[src/hw/gfx_mem_org_pkg.sv]
/*
 * Constants for the graphics memory organization block: register offsets,
 * configuration field positions, reset values and memory geometry.
 * Assumes offsets are byte offsets from the control block base.
 */
package gfx_mem_org_pkg;

    // Register block window
    localparam logic [15:0] BLOCK_BASE = 16'h8300;
    localparam logic [15:0] BLOCK_SPAN = 16'h0100;

    // Register offsets
    localparam logic [15:0] OFS_LOCK = 16'h8300;
    localparam logic [15:0] OFS_GENCFG = 16'h8304;
    localparam logic [15:0] OFS_TIMCFG = 16'h8308;
    localparam logic [15:0] OFS_OUTCFG = 16'h830C;
    localparam logic [15:0] OFS_FBSTART = 16'h8310;
    localparam logic [15:0] OFS_CBSTART = 16'h8314;
    localparam logic [15:0] OFS_CURSTART = 16'h8318;
    localparam logic [15:0] OFS_RSVD = 16'h831C;
    localparam logic [15:0] OFS_VIDSTART = 16'h8320;
    localparam logic [15:0] OFS_PITCH = 16'h8324;
    localparam logic [15:0] OFS_FETCH = 16'h8328;

    // Reset value of every register
    localparam logic [31:0] REG_RESET = 32'h0000_0000;

    // general_configuration fields
    localparam int GEN_RES_LSB = 0;
    localparam int GEN_BPP16_BIT = 2;
    localparam int GEN_VGADIRECT_BIT = 3;

    // buffer_line_pitch fields (pitch in dwords)
    localparam int PITCH_FB_LSB = 0;
    localparam int PITCH_CB_LSB = 12;
    localparam int PITCH_W = 10;

    // line_fetch_size fields
    localparam int FETCH_FB_LSB = 0;
    localparam int FETCH_FB_W = 9;
    localparam int FETCH_CB_LSB = 9;
    localparam int FETCH_CB_W = 7;

    // Aperture geometry: 512 KB units, at most 4 MB
    localparam int UNIT_SHIFT = 19;
    localparam int UNIT_W = 13;
    localparam logic [3:0] MAX_UNITS = 4'h8;
    localparam int OFFSET_W = 22;
    localparam int VGA_SHIFT = 18;

    // Resolutions
    typedef enum logic [1:0] {
        RES_640 = 2'b00,
        RES_800 = 2'b01,
        RES_1024 = 2'b10,
        RES_1280 = 2'b11
    } res_type;

endpackage

[src/hw/gfx_mem_org.sv]
/*
 * Graphics memory organization: aperture decode, XY frame buffer and
 * compressed buffer addressing, pixel lane packing, and the memory
 * organization register bank with its write lock.
 * Assumes a single core clock and host register strobes synchronous to it.
 */
`timescale 1ns/1ns

// Summary of operation
// - Aperture at most 4 MB above RAM
// - Aperture starts at top of RAM
// - Aperture placed in 512 KB steps
// - Memory addressed by word offset, byte enables
// - Pixel offset is Y concatenated with X
// - Four resolutions; 1280 only at 8 bpp
// - 8 bpp lines below 1280 1024 bytes apart
// - 16 bpp and 1280 lines 2048 apart
// - Compressed line sits in line gap
// - 1024 modes: compressed buffer linear after frame
// - Pixels packed little-endian into dwords
// - VGA data in own 256 KB region
// - Direct refresh from VGA memory
// - Registers at base plus 8300h, 100h long
// - Lock blocks critical writes; reads always work
// - Start offsets for four buffers
// - Pitch register for frame and compressed
// - Oversized compressed line clears cbLineOk
module gfx_mem_org (
    // Clock and reset
    input wire logic clk,
    input wire logic rst,
    // Register port
    input wire logic regSel,
    input wire logic regWrite,
    input wire logic [15:0] regAddr,
    input wire logic [3:0] regByteEn,
    input wire logic [31:0] regWdata,
    output logic [31:0] regRdata,
    output logic regAck,
    // Aperture placement
    input wire logic [12:0] ramTopUnits,
    input wire logic [3:0] apertureUnits,
    input wire logic [3:0] vgaRegionSel,
    // Host access into the aperture
    input wire logic hostValid,
    input wire logic [31:0] hostAddr,
    input wire logic [3:0] hostByteEn,
    output logic apHit,
    output logic [19:0] apWordOffset,
    output logic [3:0] apByteEn,
    // Pixel request
    input wire logic pixValid,
    input wire logic [10:0] pixX,
    input wire logic [9:0] pixY,
    input wire logic [15:0] pixData,
    output logic pixOutValid,
    output logic [19:0] pixWordOffset,
    output logic [3:0] pixByteEn,
    output logic [31:0] pixWdata,
    // Compressed line request
    input wire logic cbReq,
    input wire logic [9:0] cbLine,
    input wire logic [6:0] cbLineLen,
    output logic cbOutValid,
    output logic [19:0] cbWordOffset,
    output logic cbLineOk,
    // Buffer locations and status
    output logic [19:0] cursorWordOffset,
    output logic [19:0] videoWordOffset,
    output logic [8:0] fbFetchSize,
    output logic modeIllegal,
    output logic writeLocked
);

    ////////////////////////////////////////////////////////////////////////////
    // Register bank
    logic [31:0] lock_r;
    logic [31:0] genCfg_r;
    logic [31:0] timCfg_r;
    logic [31:0] outCfg_r;
    logic [31:0] fbStart_r;
    logic [31:0] cbStart_r;
    logic [31:0] curStart_r;
    logic [31:0] vidStart_r;
    logic [31:0] pitch_r;
    logic [31:0] fetch_r;
    logic inBlock;
    logic [15:0] wordAddr;
    logic wrEn;
    logic wrCritical;

    // Byte-lane merge of a write
    function automatic logic [31:0] merge(input logic [31:0] old, input logic [31:0] wd,
                                          input logic [3:0] be);
        logic [31:0] res;
        res = old;
        for (int i = 0; i < 4; i++)
        begin
            if (be[i])
            begin
                res[i*8 +: 8] = wd[i*8 +: 8];
            end
        end
        return res;
    endfunction

    // Byte offset inside the aperture window
    function automatic logic [21:0] apOffset(input logic [31:0] addr, input logic [12:0] baseUnits);
        logic [31:0] diff;
        diff = addr - {baseUnits, 19'h0};
        return diff[gfx_mem_org_pkg::OFFSET_W-1:0];
    endfunction

    assign inBlock = (regAddr >= gfx_mem_org_pkg::BLOCK_BASE)
                  && (regAddr < gfx_mem_org_pkg::BLOCK_BASE + gfx_mem_org_pkg::BLOCK_SPAN);
    assign wordAddr = {regAddr[15:2], 2'b00};
    assign wrEn = regSel && regWrite && inBlock;
    assign writeLocked = (lock_r != 32'h0000_0000);
    assign wrCritical = wrEn && !writeLocked;

    // Lock register itself stays writable
    always_ff @(posedge clk or posedge rst)
    begin
        if (rst)
        begin
            lock_r <= gfx_mem_org_pkg::REG_RESET;
        end
        else if (wrEn && wordAddr == gfx_mem_org_pkg::OFS_LOCK)
        begin
            lock_r <= merge(lock_r, regWdata, regByteEn);
        end
    end

    // Guarded registers; locked writes leave no trace
    always_ff @(posedge clk or posedge rst)
    begin
        if (rst)
        begin
            genCfg_r <= gfx_mem_org_pkg::REG_RESET;
            timCfg_r <= gfx_mem_org_pkg::REG_RESET;
            outCfg_r <= gfx_mem_org_pkg::REG_RESET;
            fbStart_r <= gfx_mem_org_pkg::REG_RESET;
            cbStart_r <= gfx_mem_org_pkg::REG_RESET;
            curStart_r <= gfx_mem_org_pkg::REG_RESET;
            vidStart_r <= gfx_mem_org_pkg::REG_RESET;
            pitch_r <= gfx_mem_org_pkg::REG_RESET;
            fetch_r <= gfx_mem_org_pkg::REG_RESET;
        end
        else if (wrCritical)
        begin
            unique case (wordAddr)
                gfx_mem_org_pkg::OFS_GENCFG: genCfg_r <= merge(genCfg_r, regWdata, regByteEn);
                gfx_mem_org_pkg::OFS_TIMCFG: timCfg_r <= merge(timCfg_r, regWdata, regByteEn);
                gfx_mem_org_pkg::OFS_OUTCFG: outCfg_r <= merge(outCfg_r, regWdata, regByteEn);
                gfx_mem_org_pkg::OFS_FBSTART: fbStart_r <= merge(fbStart_r, regWdata, regByteEn);
                gfx_mem_org_pkg::OFS_CBSTART: cbStart_r <= merge(cbStart_r, regWdata, regByteEn);
                gfx_mem_org_pkg::OFS_CURSTART: curStart_r <= merge(curStart_r, regWdata, regByteEn);
                gfx_mem_org_pkg::OFS_VIDSTART: vidStart_r <= merge(vidStart_r, regWdata, regByteEn);
                gfx_mem_org_pkg::OFS_PITCH: pitch_r <= merge(pitch_r, regWdata, regByteEn);
                gfx_mem_org_pkg::OFS_FETCH: fetch_r <= merge(fetch_r, regWdata, regByteEn);
                default: ;
            endcase
        end
    end

    // Read path, one cycle after the strobe; reads ignore the lock
    always_ff @(posedge clk or posedge rst)
    begin
        if (rst)
        begin
            regRdata <= 32'h0000_0000;
            regAck <= 1'b0;
        end
        else
        begin
            regAck <= regSel && inBlock;
            if (regSel && !regWrite && inBlock)
            begin
                unique case (wordAddr)
                    gfx_mem_org_pkg::OFS_LOCK: regRdata <= lock_r;
                    gfx_mem_org_pkg::OFS_GENCFG: regRdata <= genCfg_r;
                    gfx_mem_org_pkg::OFS_TIMCFG: regRdata <= timCfg_r;
                    gfx_mem_org_pkg::OFS_OUTCFG: regRdata <= outCfg_r;
                    gfx_mem_org_pkg::OFS_FBSTART: regRdata <= fbStart_r;
                    gfx_mem_org_pkg::OFS_CBSTART: regRdata <= cbStart_r;
                    gfx_mem_org_pkg::OFS_CURSTART: regRdata <= curStart_r;
                    gfx_mem_org_pkg::OFS_VIDSTART: regRdata <= vidStart_r;
                    gfx_mem_org_pkg::OFS_PITCH: regRdata <= pitch_r;
                    gfx_mem_org_pkg::OFS_FETCH: regRdata <= fetch_r;
                    default: regRdata <= 32'h0000_0000;
                endcase
            end
        end
    end

    ////////////////////////////////////////////////////////////////////////////
    // Mode decode
    gfx_mem_org_pkg::res_type res;
    logic bpp16;
    logic wideDelta;
    logic gapMode;
    logic vgaDirect;

    assign res = gfx_mem_org_pkg::res_type'(genCfg_r[gfx_mem_org_pkg::GEN_RES_LSB +: 2]);
    // 1280 has no 16 bpp form; it is run as 8 bpp and flagged
    assign modeIllegal = (res == gfx_mem_org_pkg::RES_1280) && genCfg_r[gfx_mem_org_pkg::GEN_BPP16_BIT];
    assign bpp16 = genCfg_r[gfx_mem_org_pkg::GEN_BPP16_BIT] && !modeIllegal;
    assign wideDelta = bpp16 || (res == gfx_mem_org_pkg::RES_1280);
    assign gapMode = (res != gfx_mem_org_pkg::RES_1024);
    assign vgaDirect = genCfg_r[gfx_mem_org_pkg::GEN_VGADIRECT_BIT];

    ////////////////////////////////////////////////////////////////////////////
    // Aperture decode
    logic [3:0] apUnits;
    logic [13:0] apEndUnits;
    logic apInside;
    logic [21:0] apByteOfs;

    assign apUnits = (apertureUnits > gfx_mem_org_pkg::MAX_UNITS) ? gfx_mem_org_pkg::MAX_UNITS
                                                                  : apertureUnits;
    assign apEndUnits = {1'b0, ramTopUnits} + {10'h000, apUnits};
    assign apInside = ({1'b0, hostAddr[31:gfx_mem_org_pkg::UNIT_SHIFT]} >= {1'b0, ramTopUnits})
                   && ({1'b0, hostAddr[31:gfx_mem_org_pkg::UNIT_SHIFT]} < apEndUnits);
    assign apByteOfs = apOffset(hostAddr, ramTopUnits);

    always_ff @(posedge clk or posedge rst)
    begin
        if (rst)
        begin
            apHit <= 1'b0;
            apWordOffset <= 20'h0_0000;
            apByteEn <= 4'h0;
        end
        else
        begin
            apHit <= hostValid && apInside;
            apWordOffset <= apByteOfs[21:2];
            apByteEn <= hostValid && apInside ? hostByteEn : 4'h0;
        end
    end

    ////////////////////////////////////////////////////////////////////////////
    // Frame buffer addressing
    logic [11:0] xBytes;
    logic [21:0] xyOfs;
    logic [21:0] fbBase;
    logic [21:0] pixByteAddr;
    logic [21:0] vgaBase;

    assign xBytes = bpp16 ? {pixX, 1'b0} : {1'b0, pixX};
    // Line index and byte column concatenated, no multiply
    assign xyOfs = wideDelta ? {1'b0, pixY, xBytes[10:0]} : {2'b00, pixY, xBytes[9:0]};
    assign vgaBase = {vgaRegionSel, 18'h0_0000};
    assign fbBase = vgaDirect ? vgaBase : fbStart_r[21:0];
    // VGA refresh wraps within its 256 KB region
    assign pixByteAddr = vgaDirect ? (vgaBase | {4'h0, xyOfs[gfx_mem_org_pkg::VGA_SHIFT-1:0]})
                                   : (fbBase + xyOfs);

    always_ff @(posedge clk or posedge rst)
    begin
        if (rst)
        begin
            pixOutValid <= 1'b0;
            pixWordOffset <= 20'h0_0000;
            pixByteEn <= 4'h0;
            pixWdata <= 32'h0000_0000;
        end
        else
        begin
            pixOutValid <= pixValid;
            pixWordOffset <= pixByteAddr[21:2];
            if (bpp16)
            begin
                pixByteEn <= pixX[0] ? 4'hC : 4'h3;
                pixWdata <= {pixData, pixData};
            end
            else
            begin
                pixByteEn <= 4'h1 << pixX[1:0];
                pixWdata <= {4{pixData[7:0]}};
            end
        end
    end

    ////////////////////////////////////////////////////////////////////////////
    // Compressed buffer addressing
    logic [9:0] cbPitch;
    logic [6:0] cbLimit;
    logic [21:0] cbGapOfs;
    logic [21:0] cbLinOfs;
    logic [19:0] linProduct;

    assign cbPitch = pitch_r[gfx_mem_org_pkg::PITCH_CB_LSB +: gfx_mem_org_pkg::PITCH_W];
    assign cbLimit = fetch_r[gfx_mem_org_pkg::FETCH_CB_LSB +: gfx_mem_org_pkg::FETCH_CB_W];
    assign fbFetchSize = fetch_r[gfx_mem_org_pkg::FETCH_FB_LSB +: gfx_mem_org_pkg::FETCH_FB_W];
    // Start offset points into line 0's gap; later lines follow the line delta
    assign cbGapOfs = wideDelta ? {1'b0, cbLine, 11'h000} : {2'b00, cbLine, 10'h000};
    assign linProduct = cbLine * cbPitch;
    assign cbLinOfs = {linProduct, 2'b00};

    always_ff @(posedge clk or posedge rst)
    begin
        if (rst)
        begin
            cbOutValid <= 1'b0;
            cbWordOffset <= 20'h0_0000;
            cbLineOk <= 1'b0;
        end
        else
        begin
            cbOutValid <= cbReq;
            if (cbReq)
            begin
                cbWordOffset <= gapMode ? cbStart_r[21:2] + cbGapOfs[21:2]
                                        : cbStart_r[21:2] + cbLinOfs[21:2];
                cbLineOk <= (cbLineLen <= cbLimit);
            end
        end
    end

    ////////////////////////////////////////////////////////////////////////////
    // Cursor and video buffer locations
    always_ff @(posedge clk or posedge rst)
    begin
        if (rst)
        begin
            cursorWordOffset <= 20'h0_0000;
            videoWordOffset <= 20'h0_0000;
        end
        else
        begin
            cursorWordOffset <= curStart_r[21:2];
            videoWordOffset <= vidStart_r[21:2];
        end
    end

endmodule

[config.mk]
export PLATFORM = sky130hd
export DESIGN_NAME = gfx_mem_org
export DESIGN_NICKNAME = d
export VERILOG_FILES = /design/src/hw/gfx_mem_org_pkg.sv /design/src/hw/gfx_mem_org.sv
export SDC_FILE = /design/constraint.sdc
export NUM_CORES = 1
export LEC_CHECK = 0
export BUFFER_PORTS_ARGS = -buffer_cell sky130_fd_sc_hd__buf_4
export CAP_MARGIN = 10
export CORE_MARGIN = 8
export CORE_UTILIZATION = 30
export DETAILED_ROUTE_END_ITERATION = 7
export SLEW_MARGIN = 20
export SYNTH_ARGS = -nofsm -noshare
export SYNTH_HDL_FRONTEND = slang
export SYNTH_SLANG_ARGS = --single-unit
[constraint.sdc]
create_clock -name clk -period 18.73 [get_ports clk]
set_clock_uncertainty 0.1 [all_clocks]
set_input_delay 0.9365 -clock clk [delete_from_list [all_inputs] [get_ports clk]]
set_output_delay 0.9365 -clock clk [all_outputs]
set_load 0.01 [all_outputs]
# == Word-level counts from Yosys, hierarchy flattened ==
# Index checks and enable logic that the tools add are counted.
# word_totals
register_bits,497
inputBits,170
output_inout_bits,188
elab_cells,149
# op_classes
n_addsub,5
n_mul,1
magnitude_cmp,6
n_eq_ne,12
shift,1
mux,12
n_bitwise,1
n_reduce_logical,57
# ops
op,n
case mux 32 bit (10 select lines),1
== test 14 bit (second input constant),10
AND reduction 3 bit,36
2-to-1 mux 22 bit,2
2-to-1 mux 21 bit,2
2-to-1 mux 32 bit,1
nonzero test 32 bit,1
adder 22 x 21 -> 22 bit,1
OR 22 x 18 -> 22 bit,1
subtractor 22 bit,1
adder 20 x 19 -> 20 bit,1
adder 20 bit,1
multiplier 10 x 10 -> 20 bit,1
2-to-1 mux 20 bit,1
>= comparator 16 bit (second input constant),1
< comparator 16 bit (second input constant),1
2-to-1 mux 4 bit,4
adder 13 x 4 -> 14 bit,1
< comparator 13 x 14 -> 1 bit,1
>= comparator 13 bit,1
logical AND 1 bit,12
2-to-1 mux 11 bit,1
AND reduction 2 bit,4
less-or-equal comparator 7 bit,1
other kinds (6),8

# == Longest topological paths before layout ==
# depth
word_depth,8
mapped_depth,21
depth_no_buf,20

# == Worst setup path before layout ==
# Ideal clock, no wire load.
# synth_timing
path_type,input-to-reg
from,input port cbLine[5]
to,register cbWordOffset[19]
setup_time_ps,142
t_arrival_ps,5615
t_required_ps,18488
path_slack_ps,12873
stages,19
path_buffers,1
path_cell_list,clkbuf_1 -> and2_1 -> fa_1 -> inv_1 -> fa_1 -> inv_1 -> fa_1 -> fa_1 -> inv_1 -> fa_1 -> inv_1 -> ha_1 -> a21oi_1 -> o21ai_0 -> or4_1 -> o22ai_1 -> xnor2_1 -> o221ai_1 -> o221ai_1
# synth_between
elab_chain_len,3
# synth_lines
item,line_no,rtl
start: declaration,gfx_mem_org.sv:62,"input wire logic [9:0] cbLine,"
multiplier 10 x 10 -> 20 bit or 2-to-1 mux 21 bit (tied branches),"gfx_mem_org.sv:298, gfx_mem_org.sv:297",
adder 20 bit or adder 20 x 19 -> 20 bit (tied branches),"gfx_mem_org.sv:315, gfx_mem_org.sv:314",
2-to-1 mux 20 bit *,gfx_mem_org.sv:314,cbWordOffset <= gapMode ? cbStart_r[21:2] + cbGapOfs[21:2]
end signal: assignment,gfx_mem_org.sv:314,
end: declaration,gfx_mem_org.sv:65,"output logic [19:0] cbWordOffset,"
# Mark *: on every way between the ends. The rest lies on a longest branch, timed or not.
# A chain may end at the register's enable or synchronous reset.

# == Final worst setup path ==
# layout_timing
from,register pitch_r[15]
to,register cbWordOffset[19]
# layout_between
elab_chain_len,3
# layout_lines
item,line_no,rtl
start: declaration,gfx_mem_org.sv:85,logic [31:0] pitch_r;
start signal: assignment,gfx_mem_org.sv:146,pitch_r <= gfx_mem_org_pkg::REG_RESET;
start signal: assignment,gfx_mem_org.sv:159,"gfx_mem_org_pkg::OFS_PITCH: pitch_r <= merge(pitch_r, regWdata, regByteEn);"
multiplier 10 x 10 -> 20 bit,gfx_mem_org.sv:298,assign linProduct = cbLine * cbPitch;
adder 20 bit,gfx_mem_org.sv:315,: cbStart_r[21:2] + cbLinOfs[21:2];
2-to-1 mux 20 bit,gfx_mem_org.sv:314,
# No other way between the ends.

==> results.md <==
- The number of hold buffers added after CTS was 0.
- TritonCTS created 55 clock buffers.
- The floorplan die area is about 0.10 mm^2.
- The detailed placer's ending HPWL is 67200 um.
- Summed over all layers, the routed wires come to 91200 um.
- Synthesis handed over a netlist of approximately 2500 instances.
- The biggest fanout along the worst timing path is 12.
- The sum of negative setup slack is 0 ps.
- The top cell type's share of synthesized area is around 45%.
- The number of gates resized after CTS was 0.
- In this run the post-CTS setup repair buffer count came out at 0.
- The gate family responsible for the most delay along the worst path is adder cells.
- The element type at the critical path end is a register.
- The congestion estimate from routability-driven global placement came to between 0.8 and 0.9.
- For this configuration, the core starts out at a cell density of between 30% and 40%.
- The sequential share of the synthesized area is about 45%.
- Across the run, the number of max-cap violations was 0.
- Before CTS, the worst setup slack after placement is 12410 ps.
- Dividing the final minimum period by the clock period gives 31.8%.
- In this run the clock root is driven by a sky130_fd_sc_hd__clkbuf_16.
- The classification of the worst-slack hold path is in -> async.
- The H-tree was split into 2 levels.
- After detailed routing, the number of vias per cell comes to approximately 5.
- For this design the top-level I/O count stands at between 300 and 400.
- The power density of the placed cells is approximately 73 mW/mm^2.
- In this design, the stage delay of the slowest critical-path cell is approximately 700 ps.
- The tree built by TritonCTS fans out to 481 sinks.
- The flow ran to the end, and the final reports show no timing, DRC or antenna violations.
- The startpoint type of the worst setup path is a register.
- The maximum vdd ir drop is between 60 and 70 uV.
- The worst setup path is of the reg -> reg kind.
- The finished cells cover between 0.03 and 0.04 mm^2.
- The first global-routing pass estimated around 130000 um of wire.
- The number of fillers in the final layout is between 9000 and 10000.
- For the worst setup path, the data required time is ~19000 ps.
- The count of flip-flops with a built-in enable after synthesis is 0.
- The distinct cell type count after synthesis is 75.
- The most critical setup path has its endpoint at cbWordOffset[19].
- The critical path's slowest cell is sky130_fd_sc_hd__dfrtp_1.
- The die extent in x is 316 um.
- The flip-flop cell with the highest count after synthesis is sky130_fd_sc_hd__dfrtp_1.
- After the last flow step, the layout net total stands at 3109.
- Derived from the worst setup path, the maximum achievable clock frequency is 168 MHz.
- For the worst-skew pair, the clock arrives at the later sink with an insertion delay of 650 ps.
- In this run the register-to-register setup slack is between 10000 and 15000 ps.
- The die is 316 um tall.
- The share of final-layout standard cells stronger than drive strength 1 is around 30%.
- The worst path arrival time is between 6000 and 7000 ps.
- The overall fraction of global-route tracks in use is 17.9%.
- The critical path contains buffers and inverters numbering 6 combined.
- The residual overflow from global routing is 0.
- The worst reg-to-reg path cell count is 20.
- For the pin with the worst max-slew slack, the measured transition is approximately 1100 ps.
- The total area inside the core boundary comes to about 0.09 mm^2.
- The number of nets handed over by synthesis was between 2000 and 3000.
- The launch instance of the worst register-to-register path is pitch_r[15].
- The number of standard-cell rows in the floorplan is 110.
- The tightest slew margin relative to the limit is 25.7%.
- The final max-slew violation count is 0.
- The most area-hungry cell type in the Yosys netlist is sky130_fd_sc_hd__dfrtp_1.
- The final hold violation count is 0.
- Once detail routing completed, the nets flagged for antenna violations numbered 0.
- The largest buffer count on any clock path is 3.
- By area the synthesized netlist is led by sky130_fd_sc_hd__dfrtp_1 (45%), sky130_fd_sc_hd__mux2_2 (14%), sky130_fd_sc_hd__fa_1 (6.2%).
- In this run, synthesis produced a sequential element count of 481.
- The average routed wire per standard cell is around 23 um.
- The routed design could run at a clock period as short as roughly 5900 ps.
- After the first detailed-routing iteration, the DRC count stood at 1518.
- The per-instance average area after synthesis is around 11 um^2.
- Setup violations remaining at the end of the flow were counted as 0.
- In the post-route analysis, the smallest setup slack over all paths is 12780 ps.
- The post-route DRC violation count is 0.
- TritonCTS built the clock tree.
- The Yosys step of the flow raised 0 warnings.
- The instance area after placement is ~0.031 mm^2.
- The post-CTS clock slew at the launch and capture registers of the worst setup and hold paths is approximately 60 ps.
- The destination of the worst register-to-register timing path is cbWordOffset[19].
- The proportion of synthesized flip-flops having asynchronous set or reset is 100%.
- Entering global routing, the biggest net connects 171 pins.
- The critical path startpoint is pitch_r[15].
- In this design, the critical path's most frequently occurring cell is sky130_fd_sc_hd__inv_1.
- The cell depth of the worst setup path is 20.
- Compared with the post-synthesis result, the final layout area differs by 20.9%.
- The total vias in the final route is slightly above 20000.
- The number of antenna violations at the first check in global routing came to 10.
- During placement, the flow inserted port buffers numbering 353.
- The critical path goes through nand2_1 > fa_1 > inv_1 > fa_1 > inv_1 > fa_1 > inv_1 > fa_1 > inv_1 > fa_1 > inv_1 > ha_1 > a21oi_1 > o21ai_0 > inv_1 > a211oi_1 > o22ai_1 > xnor2_1 > o221ai_1 > o221ai_1.
- Setup repair after global routing left no endpoint under its margin.
- The first TritonRoute pass finished after 7 iterations.
- The number of global-route vias before repair was between 20000 and 25000.
- The total standard cell area after synthesis is around 0.027 mm^2.
- The leakage power is 16.3 nW.
power by group:
part | internal, mW | switching (mW)
logic | 0.0663 | 0.100
clock network | 0.681 | 0.478
registers | 1.05 | 0.00530
cells in the mapped netlist (14+ instances only):
cell type,instances
sky130_fd_sc_hd__mux2_2,340
sky130_fd_sc_hd__nor2_1,100
sky130_fd_sc_hd__buf_2,20
sky130_fd_sc_hd__buf_1,39
sky130_fd_sc_hd__a21oi_1,109
sky130_fd_sc_hd__nand2_1,240
sky130_fd_sc_hd__xor2_1,17
sky130_fd_sc_hd__and2_1,60
sky130_fd_sc_hd__inv_1,177
sky130_fd_sc_hd__a21o_1,29
sky130_fd_sc_hd__o22ai_1,25
sky130_fd_sc_hd__a221oi_1,30
sky130_fd_sc_hd__buf_4,25
sky130_fd_sc_hd__xnor2_1,35
sky130_fd_sc_hd__a22oi_1,55
sky130_fd_sc_hd__nor3_1,25
sky130_fd_sc_hd__fa_1,84
sky130_fd_sc_hd__clkbuf_1,67
sky130_fd_sc_hd__o21ai_0,87
sky130_fd_sc_hd__dfrtp_1,481
sky130_fd_sc_hd__a211oi_1,14
sky130_fd_sc_hd__nand3_1,21
sky130_fd_sc_hd__mux2i_1,48
sky130_fd_sc_hd__ha_1,120
sky130_fd_sc_hd__nor2b_1,45
final cells by class:
class	instances	area, um^2	share of cell area, %
multi-input cells	1642	13600	41.7
flip-flops and latches	481	12000	36.9
repair buffers	378	2850	8.76
clock buffers	79	1640	5.02
well taps	1176	1470	4.51
inverters	177	672	2.06
clock inverters	23	328	1.01
diodes	5	12.5	0.0384
cells in the final DEF, fill, tap and decap left out, types with 21 or more instances in the layout:
master | Yosys | layout
sky130_fd_sc_hd__mux2_2 | 340 | 340
sky130_fd_sc_hd__buf_4 | 25 | 376
sky130_fd_sc_hd__o22ai_1 | 25 | 25
sky130_fd_sc_hd__nor3_1 | 25 | 25
sky130_fd_sc_hd__nor2_1 | 100 | 100
sky130_fd_sc_hd__ha_1 | 120 | 120
sky130_fd_sc_hd__a22oi_1 | 55 | 55
sky130_fd_sc_hd__o21ai_0 | 87 | 87
sky130_fd_sc_hd__xnor2_1 | 35 | 35
sky130_fd_sc_hd__nor2b_1 | 45 | 45
sky130_fd_sc_hd__and2_1 | 60 | 59
sky130_fd_sc_hd__dfrtp_1 | 481 | 480
sky130_fd_sc_hd__fa_1 | 84 | 84
sky130_fd_sc_hd__a221oi_1 | 30 | 30
sky130_fd_sc_hd__inv_1 | 177 | 176
sky130_fd_sc_hd__nand2_1 | 240 | 239
sky130_fd_sc_hd__mux2i_1 | 48 | 48
sky130_fd_sc_hd__clkbuf_16 | 0 | 55
sky130_fd_sc_hd__nand3_1 | 21 | 21
sky130_fd_sc_hd__a21oi_1 | 109 | 108
sky130_fd_sc_hd__a21o_1 | 29 | 29
logic make-up (layout without fill, tap and decap cells):
| kind of cell | count (synthesis) | after routing | share of synthesized area, % |
|---|---|---|---|
| xor+xnor | 52 | 52 | 1.69 |
| other cells | 0 | 5 | 0 |
| mux | 395 | 395 | 16.4 |
| compound gates | 431 | 431 | 10.5 |
| simple gates | 560 | 560 | 9.98 |
| fa+ha+maj | 204 | 204 | 11.8 |
| flops | 481 | 481 | 44.7 |
| buf+inv | 328 | 657 | 5.01 |
how the worst min path moves through the flow:
stage | startpoint | end | slack, ps | cells past startpoint
finish | rst | apWordOffset[6] | 290 | 2
global route | hostAddr[5] | apWordOffset[3] | 270 | 1
CTS | hostAddr[11] | apWordOffset[9] | 250 | 1
detailed placement | vidStart_r[6] | videoWordOffset[4] | 290 | 0
global placement | curStart_r[2] | cursorWordOffset[0] | 280 | 0
floorplan | vidStart_r[10] | videoWordOffset[8] | 270 | 0
layer usage:
| layer | global-route usage (%) | vias to the layer above | routed length, um |
|---|---|---|---|
| met4 | 4.78 | 4 | 2250 |
| met3 | 5.40 | 138 | 8830 |
| met1 | 23.6 | 10200 | 38700 |
| met2 | 28.7 | 722 | 41400 |
| li1 | - | 9098 | - |
| met5 | 0 | - | 27 |
per-stage QoR:
| stage | util, % | power, mW | hold slack [ps] | instances |
|---|---|---|---|---|
| floorplan | - | 1.16 | 268 | 2451 |
| global placement | 34.2 | 1.24 | 285 | 3854 |
| detailed placement | 34.2 | 1.24 | 287 | 3854 |
| CTS | 36.4 | 2.41 | 255 | 3956 |
| global route | 36.4 | 2.46 | 267 | 3956 |
| finish | 36.4 | 2.38 | 287 | 3961 |
No activity file was read; power rests on OpenSTA's default activity.
